<file path="config.mk">
export PLATFORM = sky130hd
export DESIGN_NAME = pgs_supervisor
export DESIGN_NICKNAME = d
export VERILOG_FILES = /design/src/rtl/pgs_pkg.sv /design/src/rtl/pgs_deglitch.sv /design/src/rtl/pgs_delay_timer.sv /design/src/rtl/pgs_supervisor.sv
export SDC_FILE = /design/constraint.sdc
export NUM_CORES = 1
export LEC_CHECK = 0
export BUFFER_PORTS_ARGS = -buffer_cell sky130_fd_sc_hd__buf_2
export CAP_MARGIN = 20
export CORE_ASPECT_RATIO = 1.75
export CORE_MARGIN = 2
export CORE_UTILIZATION = 40
export DETAILED_ROUTE_END_ITERATION = 8
export PLACE_DENSITY_LB_ADDON = 0.15
export SLEW_MARGIN = 20
export SYNTH_ARGS = -nofsm -noshare
export SYNTH_HDL_FRONTEND = slang
export SYNTH_SLANG_ARGS = --single-unit
</file>
<file path="constraint.sdc">
create_clock -name ref_clk -period 3.59 [get_ports ref_clk]
set_clock_uncertainty 0.05 [all_clocks]
set_input_delay 0.5385 -clock ref_clk [delete_from_list [all_inputs] [get_ports ref_clk]]
set_output_delay 0.5385 -clock ref_clk [all_outputs]
set_load 0.02 [all_outputs]
</file>
<file path="src/rtl/pgs_pkg.sv">
package pgs_pkg;

  localparam int NRAIL = 5;
  localparam logic [2:0] LAST_RAIL = 3'h4;
  localparam int TMR_W = 26;
  localparam int DG_W = 17;

  // Clock and times, each in its own unit
  localparam int CLK_NS = 10;
  localparam int T_DEG_SLOW_MS = 1;
  localparam int T_DEG_FAST_US = 50;
  localparam int T_DEG_RISE_US = 10;
  localparam int T_BLANK_MS = 5;
  localparam int T_STROBE_MS = 2;
  localparam int T_HOLD_EXTRA_MS = 1;
  localparam int T_DLY_UNIT_MS = 1;

  // Least times, rounded up to whole cycles
  localparam int CYC_DEG_SLOW = (T_DEG_SLOW_MS * 1000000 + CLK_NS - 1) / CLK_NS;
  localparam int CYC_DEG_FAST = (T_DEG_FAST_US * 1000 + CLK_NS - 1) / CLK_NS;
  localparam int CYC_DEG_RISE = (T_DEG_RISE_US * 1000 + CLK_NS - 1) / CLK_NS;
  localparam int CYC_BLANK = (T_BLANK_MS * 1000000 + CLK_NS - 1) / CLK_NS;
  localparam int CYC_STROBE = (T_STROBE_MS * 1000000 + CLK_NS - 1) / CLK_NS;
  localparam int CYC_HOLD_EXTRA =
    (T_HOLD_EXTRA_MS * 1000000 + CLK_NS - 1) / CLK_NS;
  localparam int CYC_DLY_UNIT = (T_DLY_UNIT_MS * 1000000 + CLK_NS - 1) / CLK_NS;

  // Comparator thresholds in tenths of a percent of nominal
  localparam logic [10:0] UV_RELAXED = 11'h384;
  localparam logic [10:0] UV_TIGHT_BUCK12 = 11'h3C5;
  localparam logic [10:0] UV_TIGHT_OTHER = 11'h3BB;
  localparam logic [10:0] OV_TIGHT_BUCK12 = 11'h40B;
  localparam logic [10:0] OV_TIGHT_OTHER = 11'h415;

  // Register map
  localparam logic [7:0] REG_CTRL = 8'h00;
  localparam logic [7:0] REG_DELAY = 8'h04;
  localparam logic [7:0] REG_STATUS = 8'h08;
  localparam int CTRL_STRICT_BIT = 8;
  localparam int STAT_OK_BIT = 5;
  localparam int STAT_BK_BIT = 6;
  localparam int STAT_FAULT_BIT = 7;
  localparam int STAT_PIN_BIT = 8;
  localparam logic [7:0] RST_DELAY = 8'h0A;
  localparam logic OD_LEVEL = 1'h0;

  typedef enum logic [1:0] {
    PGS_OK_LOW = 2'b00,
    PGS_OK_WAIT = 2'b01,
    PGS_OK_HIGH = 2'b10
  } pgs_ok_t;

  typedef enum logic [2:0] {
    PGS_SEQ_IDLE = 3'b000,
    PGS_SEQ_WAIT = 3'b001,
    PGS_SEQ_HOLD = 3'b010,
    PGS_SEQ_EXTRA = 3'b011,
    PGS_SEQ_FIN = 3'b100
  } pgs_seq_t;

endpackage : pgs_pkg

</file>
<file path="src/rtl/pgs_deglitch.sv">
`timescale 1ns/1ns
`default_nettype none
module pgs_deglitch import pgs_pkg::*; (
  input wire logic ref_clk,
  input wire logic rst_n,
  input wire logic raw_bad,
  input wire logic [DG_W-1:0] set_cyc,
  input wire logic [DG_W-1:0] clr_cyc,
  output logic bad
);

  typedef struct packed {
    logic [DG_W-1:0] cnt;
    logic q;
  } pgs_dg_t;

  pgs_dg_t s;
  pgs_dg_t next_s;
  logic [DG_W-1:0] lim;

  // Output follows only after the input held steady for the whole window
  always_comb begin
    next_s = s;
    lim = raw_bad ? set_cyc : clr_cyc;
    if (raw_bad != s.q) begin
      if (s.cnt + DG_W'(1) >= lim) begin
        next_s.q = raw_bad;
        next_s.cnt = '0;
      end else begin
        next_s.cnt = s.cnt + DG_W'(1);
      end
    end else begin
      next_s.cnt = '0;
    end
  end

  always_ff @(posedge ref_clk or negedge rst_n) begin
    if (!rst_n) begin
      s <= '0;
    end else begin
      s <= next_s;
    end
  end

  assign bad = s.q;

endmodule : pgs_deglitch
`default_nettype wire

</file>
<file path="src/rtl/pgs_delay_timer.sv">
`timescale 1ns/1ns
`default_nettype none
module pgs_delay_timer import pgs_pkg::*; (
  input wire logic ref_clk,
  input wire logic rst_n,
  input wire logic start,
  input wire logic stop,
  input wire logic [TMR_W-1:0] limit,
  output logic done
);

  typedef struct packed {
    logic [TMR_W-1:0] cnt;
    logic run;
    logic done;
  } pgs_tmr_t;

  pgs_tmr_t s;
  pgs_tmr_t next_s;

  always_comb begin
    next_s = s;
    if (stop) begin
      next_s.run = 1'b0;
      next_s.done = 1'b0;
    end else if (start) begin
      next_s.cnt = limit;
      next_s.run = 1'b1;
      next_s.done = 1'b0;
    end else if (s.run) begin
      if (s.cnt <= TMR_W'(1)) begin
        next_s.run = 1'b0;
        next_s.done = 1'b1;
      end else begin
        next_s.cnt = s.cnt - TMR_W'(1);
      end
    end
  end

  always_ff @(posedge ref_clk or negedge rst_n) begin
    if (!rst_n) begin
      s <= '0;
    end else begin
      s <= next_s;
    end
  end

  assign done = s.done;

endmodule : pgs_delay_timer
`default_nettype wire

</file>
<file path="src/rtl/pgs_supervisor.sv">
// Our own choices: the placing of the registers and the strobed register port.
`timescale 1ns/1ns
`default_nettype none
// How it works
// - main ok released only when enabled rails good
// - relaxed mode: undervoltage only, 1 ms/10 us
// - tight mode undervoltage: 50 us fall, 10 us rise
// - tight mode adds overvoltage: 50 us/1 ms
// - main ok low after reset and with no rails
// - disabled rails are ignored entirely
// - 5 ms blanking after each rail enable
// - release delay after sequencer finishes
// - qualified fault drops ok at once, powers down
// - software disable of a rail other than the last does not drop ok
// - ok drops when last enabled rail disabled
// - any power-down trigger drops ok
// - ok held low while suspended
// - backup ok is push-pull, high when both good
// - backup ok is plain AND, registered one cycle
// - backup fault has no shutdown effect
// - backup rails recover with no software action
// - sequencer waits for late rail, then 1 ms
module pgs_supervisor import pgs_pkg::*; #(
  parameter int BLANK_CYC = CYC_BLANK,
  parameter int DEG_SLOW_CYC = CYC_DEG_SLOW,
  parameter int DEG_FAST_CYC = CYC_DEG_FAST,
  parameter int STROBE_CYC = CYC_STROBE,
  parameter int HOLD_EXTRA_CYC = CYC_HOLD_EXTRA,
  parameter int DLY_UNIT_CYC = CYC_DLY_UNIT
) (
  input wire logic ref_clk,
  input wire logic rst_n,
  input wire logic [7:0] reg_addr,
  input wire logic [31:0] reg_wdata,
  input wire logic reg_wr,
  input wire logic reg_rd,
  output logic [31:0] reg_rdata,
  input wire logic [NRAIL-1:0] rail_uv_low,
  input wire logic [NRAIL-1:0] rail_ov_high,
  input wire logic backup_a_good,
  input wire logic backup_b_good,
  input wire logic seq_start,
  input wire logic pd_trigger_in,
  input wire logic suspend,
  output logic [3:0] buck_rail_on,
  output logic linear_rail_on,
  output logic strict_window,
  input wire logic main_rails_ok_in,
  output logic main_rails_ok_out,
  output logic main_rails_ok_oe,
  output logic backup_rails_ok,
  output logic pd_request
);

  typedef struct packed {
    logic [NRAIL-1:0] rail_en;
    logic [NRAIL-1:0] en_q;
    logic strict;
    logic [7:0] ok_release_delay;
    logic fault_sticky;
    pgs_ok_t ok_st;
    pgs_seq_t seq_st;
    logic [2:0] seq_idx;
    logic tmr_go;
    logic [TMR_W-1:0] tmr_lim;
    logic rel_go;
    logic oe;
    logic bk_ok;
    logic pd_req;
    logic [31:0] rdata;
  } pgs_state_t;

  pgs_state_t s;
  pgs_state_t next_s;

  logic [NRAIL-1:0] blank_done;
  logic [NRAIL-1:0] uv_bad;
  logic [NRAIL-1:0] ov_bad;
  logic [NRAIL-1:0] monitored;
  logic [NRAIL-1:0] rail_bad;
  logic fault;
  logic seq_done;
  logic rel_done;
  logic [DG_W-1:0] uv_set_cyc;

  // Disabled rails are masked off before anything looks at them
  assign monitored = s.rail_en & blank_done;
  assign rail_bad = uv_bad | (ov_bad & {NRAIL{s.strict}});
  assign fault = |(monitored & rail_bad);
  assign uv_set_cyc = s.strict ? DG_W'(DEG_FAST_CYC)
                               : DG_W'(DEG_SLOW_CYC);

  genvar gi;
  generate
    for (gi = 0; gi < NRAIL; gi++) begin : g_rail
      pgs_delay_timer u_blank (
        .ref_clk(ref_clk),
        .rst_n(rst_n),
        .start(s.rail_en[gi] & ~s.en_q[gi]),
        .stop(~s.rail_en[gi]),
        .limit(TMR_W'(BLANK_CYC)),
        .done(blank_done[gi])
      );
      // Idle or blanked rail forgets its old verdict at once, so a
      // ramp or an earlier fault cannot trip it when blanking ends
      pgs_deglitch u_uv (
        .ref_clk(ref_clk),
        .rst_n(rst_n),
        .raw_bad(rail_uv_low[gi] & s.rail_en[gi] & blank_done[gi]),
        .set_cyc(uv_set_cyc),
        .clr_cyc(blank_done[gi] ? DG_W'(CYC_DEG_RISE) : DG_W'(1)),
        .bad(uv_bad[gi])
      );
      // Overvoltage is only looked at in the tight window
      pgs_deglitch u_ov (
        .ref_clk(ref_clk),
        .rst_n(rst_n),
        .raw_bad(rail_ov_high[gi] & s.rail_en[gi] & s.strict
          & blank_done[gi]),
        .set_cyc(DG_W'(DEG_FAST_CYC)),
        .clr_cyc(blank_done[gi] ? DG_W'(DEG_SLOW_CYC) : DG_W'(1)),
        .bad(ov_bad[gi])
      );
    end
  endgenerate

  pgs_delay_timer u_seq_tmr (
    .ref_clk(ref_clk),
    .rst_n(rst_n),
    .start(s.tmr_go),
    .stop(s.seq_st == PGS_SEQ_IDLE),
    .limit(s.tmr_lim),
    .done(seq_done)
  );

  pgs_delay_timer u_rel_tmr (
    .ref_clk(ref_clk),
    .rst_n(rst_n),
    .start(s.rel_go),
    .stop(s.ok_st != PGS_OK_WAIT),
    .limit(TMR_W'(s.ok_release_delay * DLY_UNIT_CYC)),
    .done(rel_done)
  );

  always_comb begin
    logic advance;
    logic drop;
    logic [2:0] nidx;
    next_s = s;
    advance = 1'b0;
    drop = 1'b0;
    nidx = s.seq_idx + 3'h1;
    next_s.tmr_go = 1'b0;
    next_s.rel_go = 1'b0;
    next_s.pd_req = 1'b0;
    next_s.rdata = '0;
    next_s.en_q = s.rail_en;

    // Register writes; enables are locked while the sequencer runs
    if (reg_wr) begin
      if (reg_addr == REG_CTRL) begin
        if (s.seq_st == PGS_SEQ_IDLE) begin
          next_s.rail_en = reg_wdata[NRAIL-1:0];
        end
        next_s.strict = reg_wdata[CTRL_STRICT_BIT];
      end else if (reg_addr == REG_DELAY) begin
        next_s.ok_release_delay = reg_wdata[7:0];
      end else if (reg_addr == REG_STATUS) begin
        if (reg_wdata[STAT_FAULT_BIT]) begin
          next_s.fault_sticky = 1'b0;
        end
      end
    end

    // Power-up sequencer, one rail per strobe in index order
    case (s.seq_st)
      PGS_SEQ_IDLE: begin
        if (seq_start && !suspend) begin
          next_s.seq_idx = 3'h0;
          next_s.rail_en[0] = 1'b1;
          next_s.tmr_go = 1'b1;
          next_s.tmr_lim = TMR_W'(STROBE_CYC);
          next_s.seq_st = PGS_SEQ_WAIT;
        end
      end
      PGS_SEQ_WAIT: begin
        if (!s.tmr_go && seq_done) begin
          if (!rail_uv_low[s.seq_idx]) begin
            advance = 1'b1;
          end else begin
            next_s.seq_st = PGS_SEQ_HOLD;
          end
        end
      end
      PGS_SEQ_HOLD: begin
        // Late rail: wait for it, then add a settling gap
        if (!rail_uv_low[s.seq_idx]) begin
          next_s.tmr_go = 1'b1;
          next_s.tmr_lim = TMR_W'(HOLD_EXTRA_CYC);
          next_s.seq_st = PGS_SEQ_EXTRA;
        end
      end
      PGS_SEQ_EXTRA: begin
        if (!s.tmr_go && seq_done) begin
          advance = 1'b1;
        end
      end
      PGS_SEQ_FIN: begin
        next_s.seq_st = PGS_SEQ_IDLE;
      end
      default: begin
        next_s.seq_st = PGS_SEQ_IDLE;
      end
    endcase

    if (advance) begin
      if (s.seq_idx == LAST_RAIL) begin
        next_s.seq_st = PGS_SEQ_FIN;
      end else begin
        next_s.seq_idx = nidx;
        next_s.rail_en[nidx] = 1'b1;
        next_s.tmr_go = 1'b1;
        next_s.tmr_lim = TMR_W'(STROBE_CYC);
        next_s.seq_st = PGS_SEQ_WAIT;
      end
    end

    // A qualified fault shuts every main rail down and asks for power-down
    if (fault) begin
      next_s.rail_en = '0;
      next_s.pd_req = 1'b1;
      next_s.fault_sticky = 1'b1;
      next_s.seq_st = PGS_SEQ_IDLE;
    end

    // Looks at the enables after this cycle's write, so the last
    // disable drops the output in the same edge
    drop = fault || pd_trigger_in || suspend
      || (next_s.rail_en == '0);

    if (drop) begin
      next_s.ok_st = PGS_OK_LOW;
    end else begin
      case (s.ok_st)
        PGS_OK_LOW: begin
          if (s.seq_st == PGS_SEQ_FIN) begin
            next_s.ok_st = PGS_OK_WAIT;
            next_s.rel_go = 1'b1;
          end
        end
        PGS_OK_WAIT: begin
          if (!s.rel_go && rel_done) begin
            next_s.ok_st = PGS_OK_HIGH;
          end
        end
        PGS_OK_HIGH: begin
          next_s.ok_st = PGS_OK_HIGH;
        end
        default: begin
          next_s.ok_st = PGS_OK_LOW;
        end
      endcase
    end
    next_s.oe = (next_s.ok_st != PGS_OK_HIGH);

    // Backup rails only report; no path into shutdown or main ok
    next_s.bk_ok = backup_a_good & backup_b_good;

    if (reg_rd) begin
      if (reg_addr == REG_CTRL) begin
        next_s.rdata[NRAIL-1:0] = s.rail_en;
        next_s.rdata[CTRL_STRICT_BIT] = s.strict;
      end else if (reg_addr == REG_DELAY) begin
        next_s.rdata[7:0] = s.ok_release_delay;
      end else if (reg_addr == REG_STATUS) begin
        next_s.rdata[NRAIL-1:0] = monitored & ~rail_bad;
        next_s.rdata[STAT_OK_BIT] = (s.ok_st == PGS_OK_HIGH);
        next_s.rdata[STAT_BK_BIT] = s.bk_ok;
        next_s.rdata[STAT_FAULT_BIT] = s.fault_sticky;
        next_s.rdata[STAT_PIN_BIT] = main_rails_ok_in;
      end
    end
    if (fault) begin
      next_s.fault_sticky = 1'b1;
    end
  end

  always_ff @(posedge ref_clk or negedge rst_n) begin
    if (!rst_n) begin
      s <= '0;
      s.ok_release_delay <= RST_DELAY;
      s.ok_st <= PGS_OK_LOW;
      s.seq_st <= PGS_SEQ_IDLE;
      s.oe <= 1'b1;
    end else begin
      s <= next_s;
    end
  end

  assign reg_rdata = s.rdata;
  assign buck_rail_on = s.rail_en[3:0];
  assign linear_rail_on = s.rail_en[4];
  assign strict_window = s.strict;
  assign main_rails_ok_out = OD_LEVEL;
  assign main_rails_ok_oe = s.oe;
  assign backup_rails_ok = s.bk_ok;
  assign pd_request = s.pd_req;

endmodule : pgs_supervisor
`default_nettype wire

</file>
==> results.py <==
metrics = {
    "critical_path": {
        "worstSetupPathType": "flop to flop",
        "cp_max_fo": 3,
        "arrival_ns": 4.05,
        "end_kind": "flop",
        "cp-start-kind": "flop",
        "worstPathRequired_ns": 4.02,
    },
    "layout": {
        "fill_cells": 6279,
        "register_area_sq_um": 11100,
        "fin_nets": 3233,
        "area_delta_synth_final_pct": 13.5,
        "layout_common_cells": "438 x dfrtp_1, 303 x nor2_1, 216 x nand2_1",
        "mostFrequentLayoutCell": "dfrtp_1",
        "drive_gt1_frac": 0.107,
        "fin_cells": 3900,
        "multi_input_area_sq_um": 14800,
    },
    "floorplanning": {
        "die_w_um": 199,
        "initial_core_util": 0.402,
        "io_pins": 102,
        "die_y_um": 345,
        "die_area_sq_um": 68700,
        "placementRows": 125,
        "core_area_sq_um": 66200,
    },
    "global_routing": {
        "grt_use_total": 0.193,
        "use_met3": 0.0274,
        "grt_pass1_vias": 21834,
        "use_met2": 0.365,
        "grt_pass1_wl_mm": 108,
        "grt.busiest_layer": "met2",
        "grt.met1_usage": 0.217,
        "grt_max_degree": 80,
        "antenna_found_initial": 6,
        "grt_overflow": 0,
    },
    "pwr": {
        "peakVddDrop_mv": 0.306,
        "pwr_density_cell_nw_per_um2": 379,
        "p_leak_nw": 13.8,
    },
    "routing": {
        "drt_iter0_drc": 968,
        "wl_per_cell_um": 16.8,
        "route.antenna.remaining_nets": 0,
        "dr.pass1.iters": 5,
        "wl_mm": 65.5,
        "viasPerCell": 5.43,
        "drc": 0,
        "vias": 21162,
    },
    "logic_synthesis": {
        "synth_edf_count": 0,
        "synth_top_area_frac": 0.415,
        "syn_area_sq_um": 26600,
        "ys_async_sr_fraction": 1.00,
        "ys.flop_type": "dfrtp_1",
        "ys.warnings.count": 0,
        "yosys.area.top_type": "dfrtp_1",
        "syn_avg_cell_area_sq_um": 9.30,
        "seq_area_frac_synth": 0.418,
        "synth.distinct_cells": 80,
        "synth_area_leaders": "dfrtp_1 41%, ha_1 8.6%, xnor2_1 5.1%",
        "yosys_register_bits": 444,
        "syn_inst": 2861,
    },
    "sta": {
        "finalCritPeriodShare": 1.01,
        "grt_setup_unrepaired": "true",
        "tns_ns": -0.0401,
        "fin_crit_ns": 3.62,
        "fin_ws_ns": -0.0273,
        "tightest_slew_ns": 0.990,
        "fmax_mhz": 276,
        "slew_viol_final": 0,
        "hold_viol": 0,
        "max_slew_margin": 0.340,
        "setup_viol": 2,
    },
    "clock_tree": {
        "insertion_delay_ns": 0.59,
        "cts_buffer_depth": 3,
        "clkTransAtPathRegs_ns": 0.06,
        "ctsRootBufferMaster": "clkbuf_16",
        "tritoncts": "yes",
        "numCtsBuffers": 47,
        "clock_sinks": 444,
        "htree_levels": 2,
    },
    "status": {
        "violations": "negative setup slack",
        "status": "finished with violations",
    },
    "min_path": {
        "hp-class": "primary input to flop",
    },
    "place": {
        "io_buffers": 54,
        "dp.cells": 3814,
        "gp_congestion": 0.855,
        "hpwl_mm": 48.5,
        "place_ws_ns": -0.160,
    },
    "run": {
        "cap_violations": 0,
    },
}
[critical path: stages (launching register included)]
cell,delay [ns]
dfstp_2,0.56
ha_4,0.22
fa_1,0.56
fa_1,0.42
ha_1,0.29
ha_1,0.30
buf_4,0.15
nor3_1,0.16
nor2_1,0.09
nand3_1,0.11
nand2_2,0.08
a211oi_2,0.24
mux2i_1,0.20
o21ai_1,0.08
[synthesized netlist by cell type, drive strengths merged, types with 15 or more instances]
library cell	count
xor2	120
nand2	217
ha	183
buf	46
nand4	48
a31oi	35
nand3b	20
nor2	303
o21ai	145
and2	33
clkbuf	72
or3	24
mux2i	15
a21o	18
nand3	126
nand2b	39
and3	57
nor4	60
or4	24
nor3	97
a21oi	115
inv	108
xnor2	154
dfrtp	441
nor2b	116
[kinds of logic after synthesis]
logic type	share of synthesized area
compound gates	0.111
mux	0.0120
simple gates	0.237
buf+inv	0.0373
other cells	0.000141
flops	0.418
xor+xnor	0.0902
fa+ha+maj	0.0951
[repair_timing]
action	in CTS	in global routing
setup buffers	2	1
endpoints found under the setup margin	10	82
hold endpoints to repair	65	0
resized for setup	23	18
pin swaps	24	5
hold buffers	1	0
[state kept, by name, summed over array words and instances, names as in the netlist]
signal and cells:
g_rail.u_blank.done 5, g_rail.u_uv.s 85, u_rel_tmr.done 1, s 50, u_seq_tmr.s 27, g_rail.u_blank.s 135
buck_rail_on 4, backup_rails_ok 1, u_seq_tmr.done 1, strict_window 1, linear_rail_on 1, g_rail.u_ov.bad 5
pd_request 1, main_rails_ok_oe 1, reg_rdata 9, g_rail.u_uv.bad 5, u_rel_tmr.s 27, g_rail.u_ov.s 85
[metal layers]
| metal | vias up | share of wire |
|---|---|---|
| li1 | 10292 | - |
| met1 | 10372 | 0.39 |
| met2 | 378 | 0.53 |
| met3 | 116 | 0.040 |
| met4 | 4 | 0.031 |
| met5 | - | 0.00041 |
[final cells by class]
cell class | instances | share of cell area
Clock inverter | 17 | 0.00833
Timing Repair Buffer | 163 | 0.0381
Clock buffer | 64 | 0.0438
Tap cell | 889 | 0.0368
Antenna cell | 1 | 0.0000829
Multi-Input combinational cell | 2214 | 0.491
Sequential cell | 444 | 0.368
Inverter | 108 | 0.0134
[worst paths after layout]
check	start	end	slack, ns	depth (start not counted)
max reg2reg	s[75]	u_rel_tmr.s[26]	-0.03	13
min	backup_b_good	backup_rails_ok	0.11	2
max in group asynchronous	rst_n	g_rail[4].u_uv.bad	2.07	3
min reg2reg	s[46]	s[46]	0.43	1
min in group asynchronous	rst_n	u_rel_tmr.s[2]	0.44	2
max	s[75]	u_rel_tmr.s[26]	-0.03	13
[where the power goes]
group | internal [mW] | switching [mW]
logic | 0.408 | 0.609
clock network | 3.00 | 2.08
registers | 5.17 | 0.168
total | 8.58 | 2.86
[stage by stage]
stage	utilization	hold WS, ns	area, sq um	power, mW
finish	0.456	0.108	30200	11.4
global route	0.456	0.0896	30200	12.0
CTS	0.455	0.0690	30100	11.7
detailed placement	0.430	0.412	28400	6.43
global placement	0.429	0.406	28400	6.40
floorplan	-	0.193	26700	6.05
(Power assumes the default switching activity.)
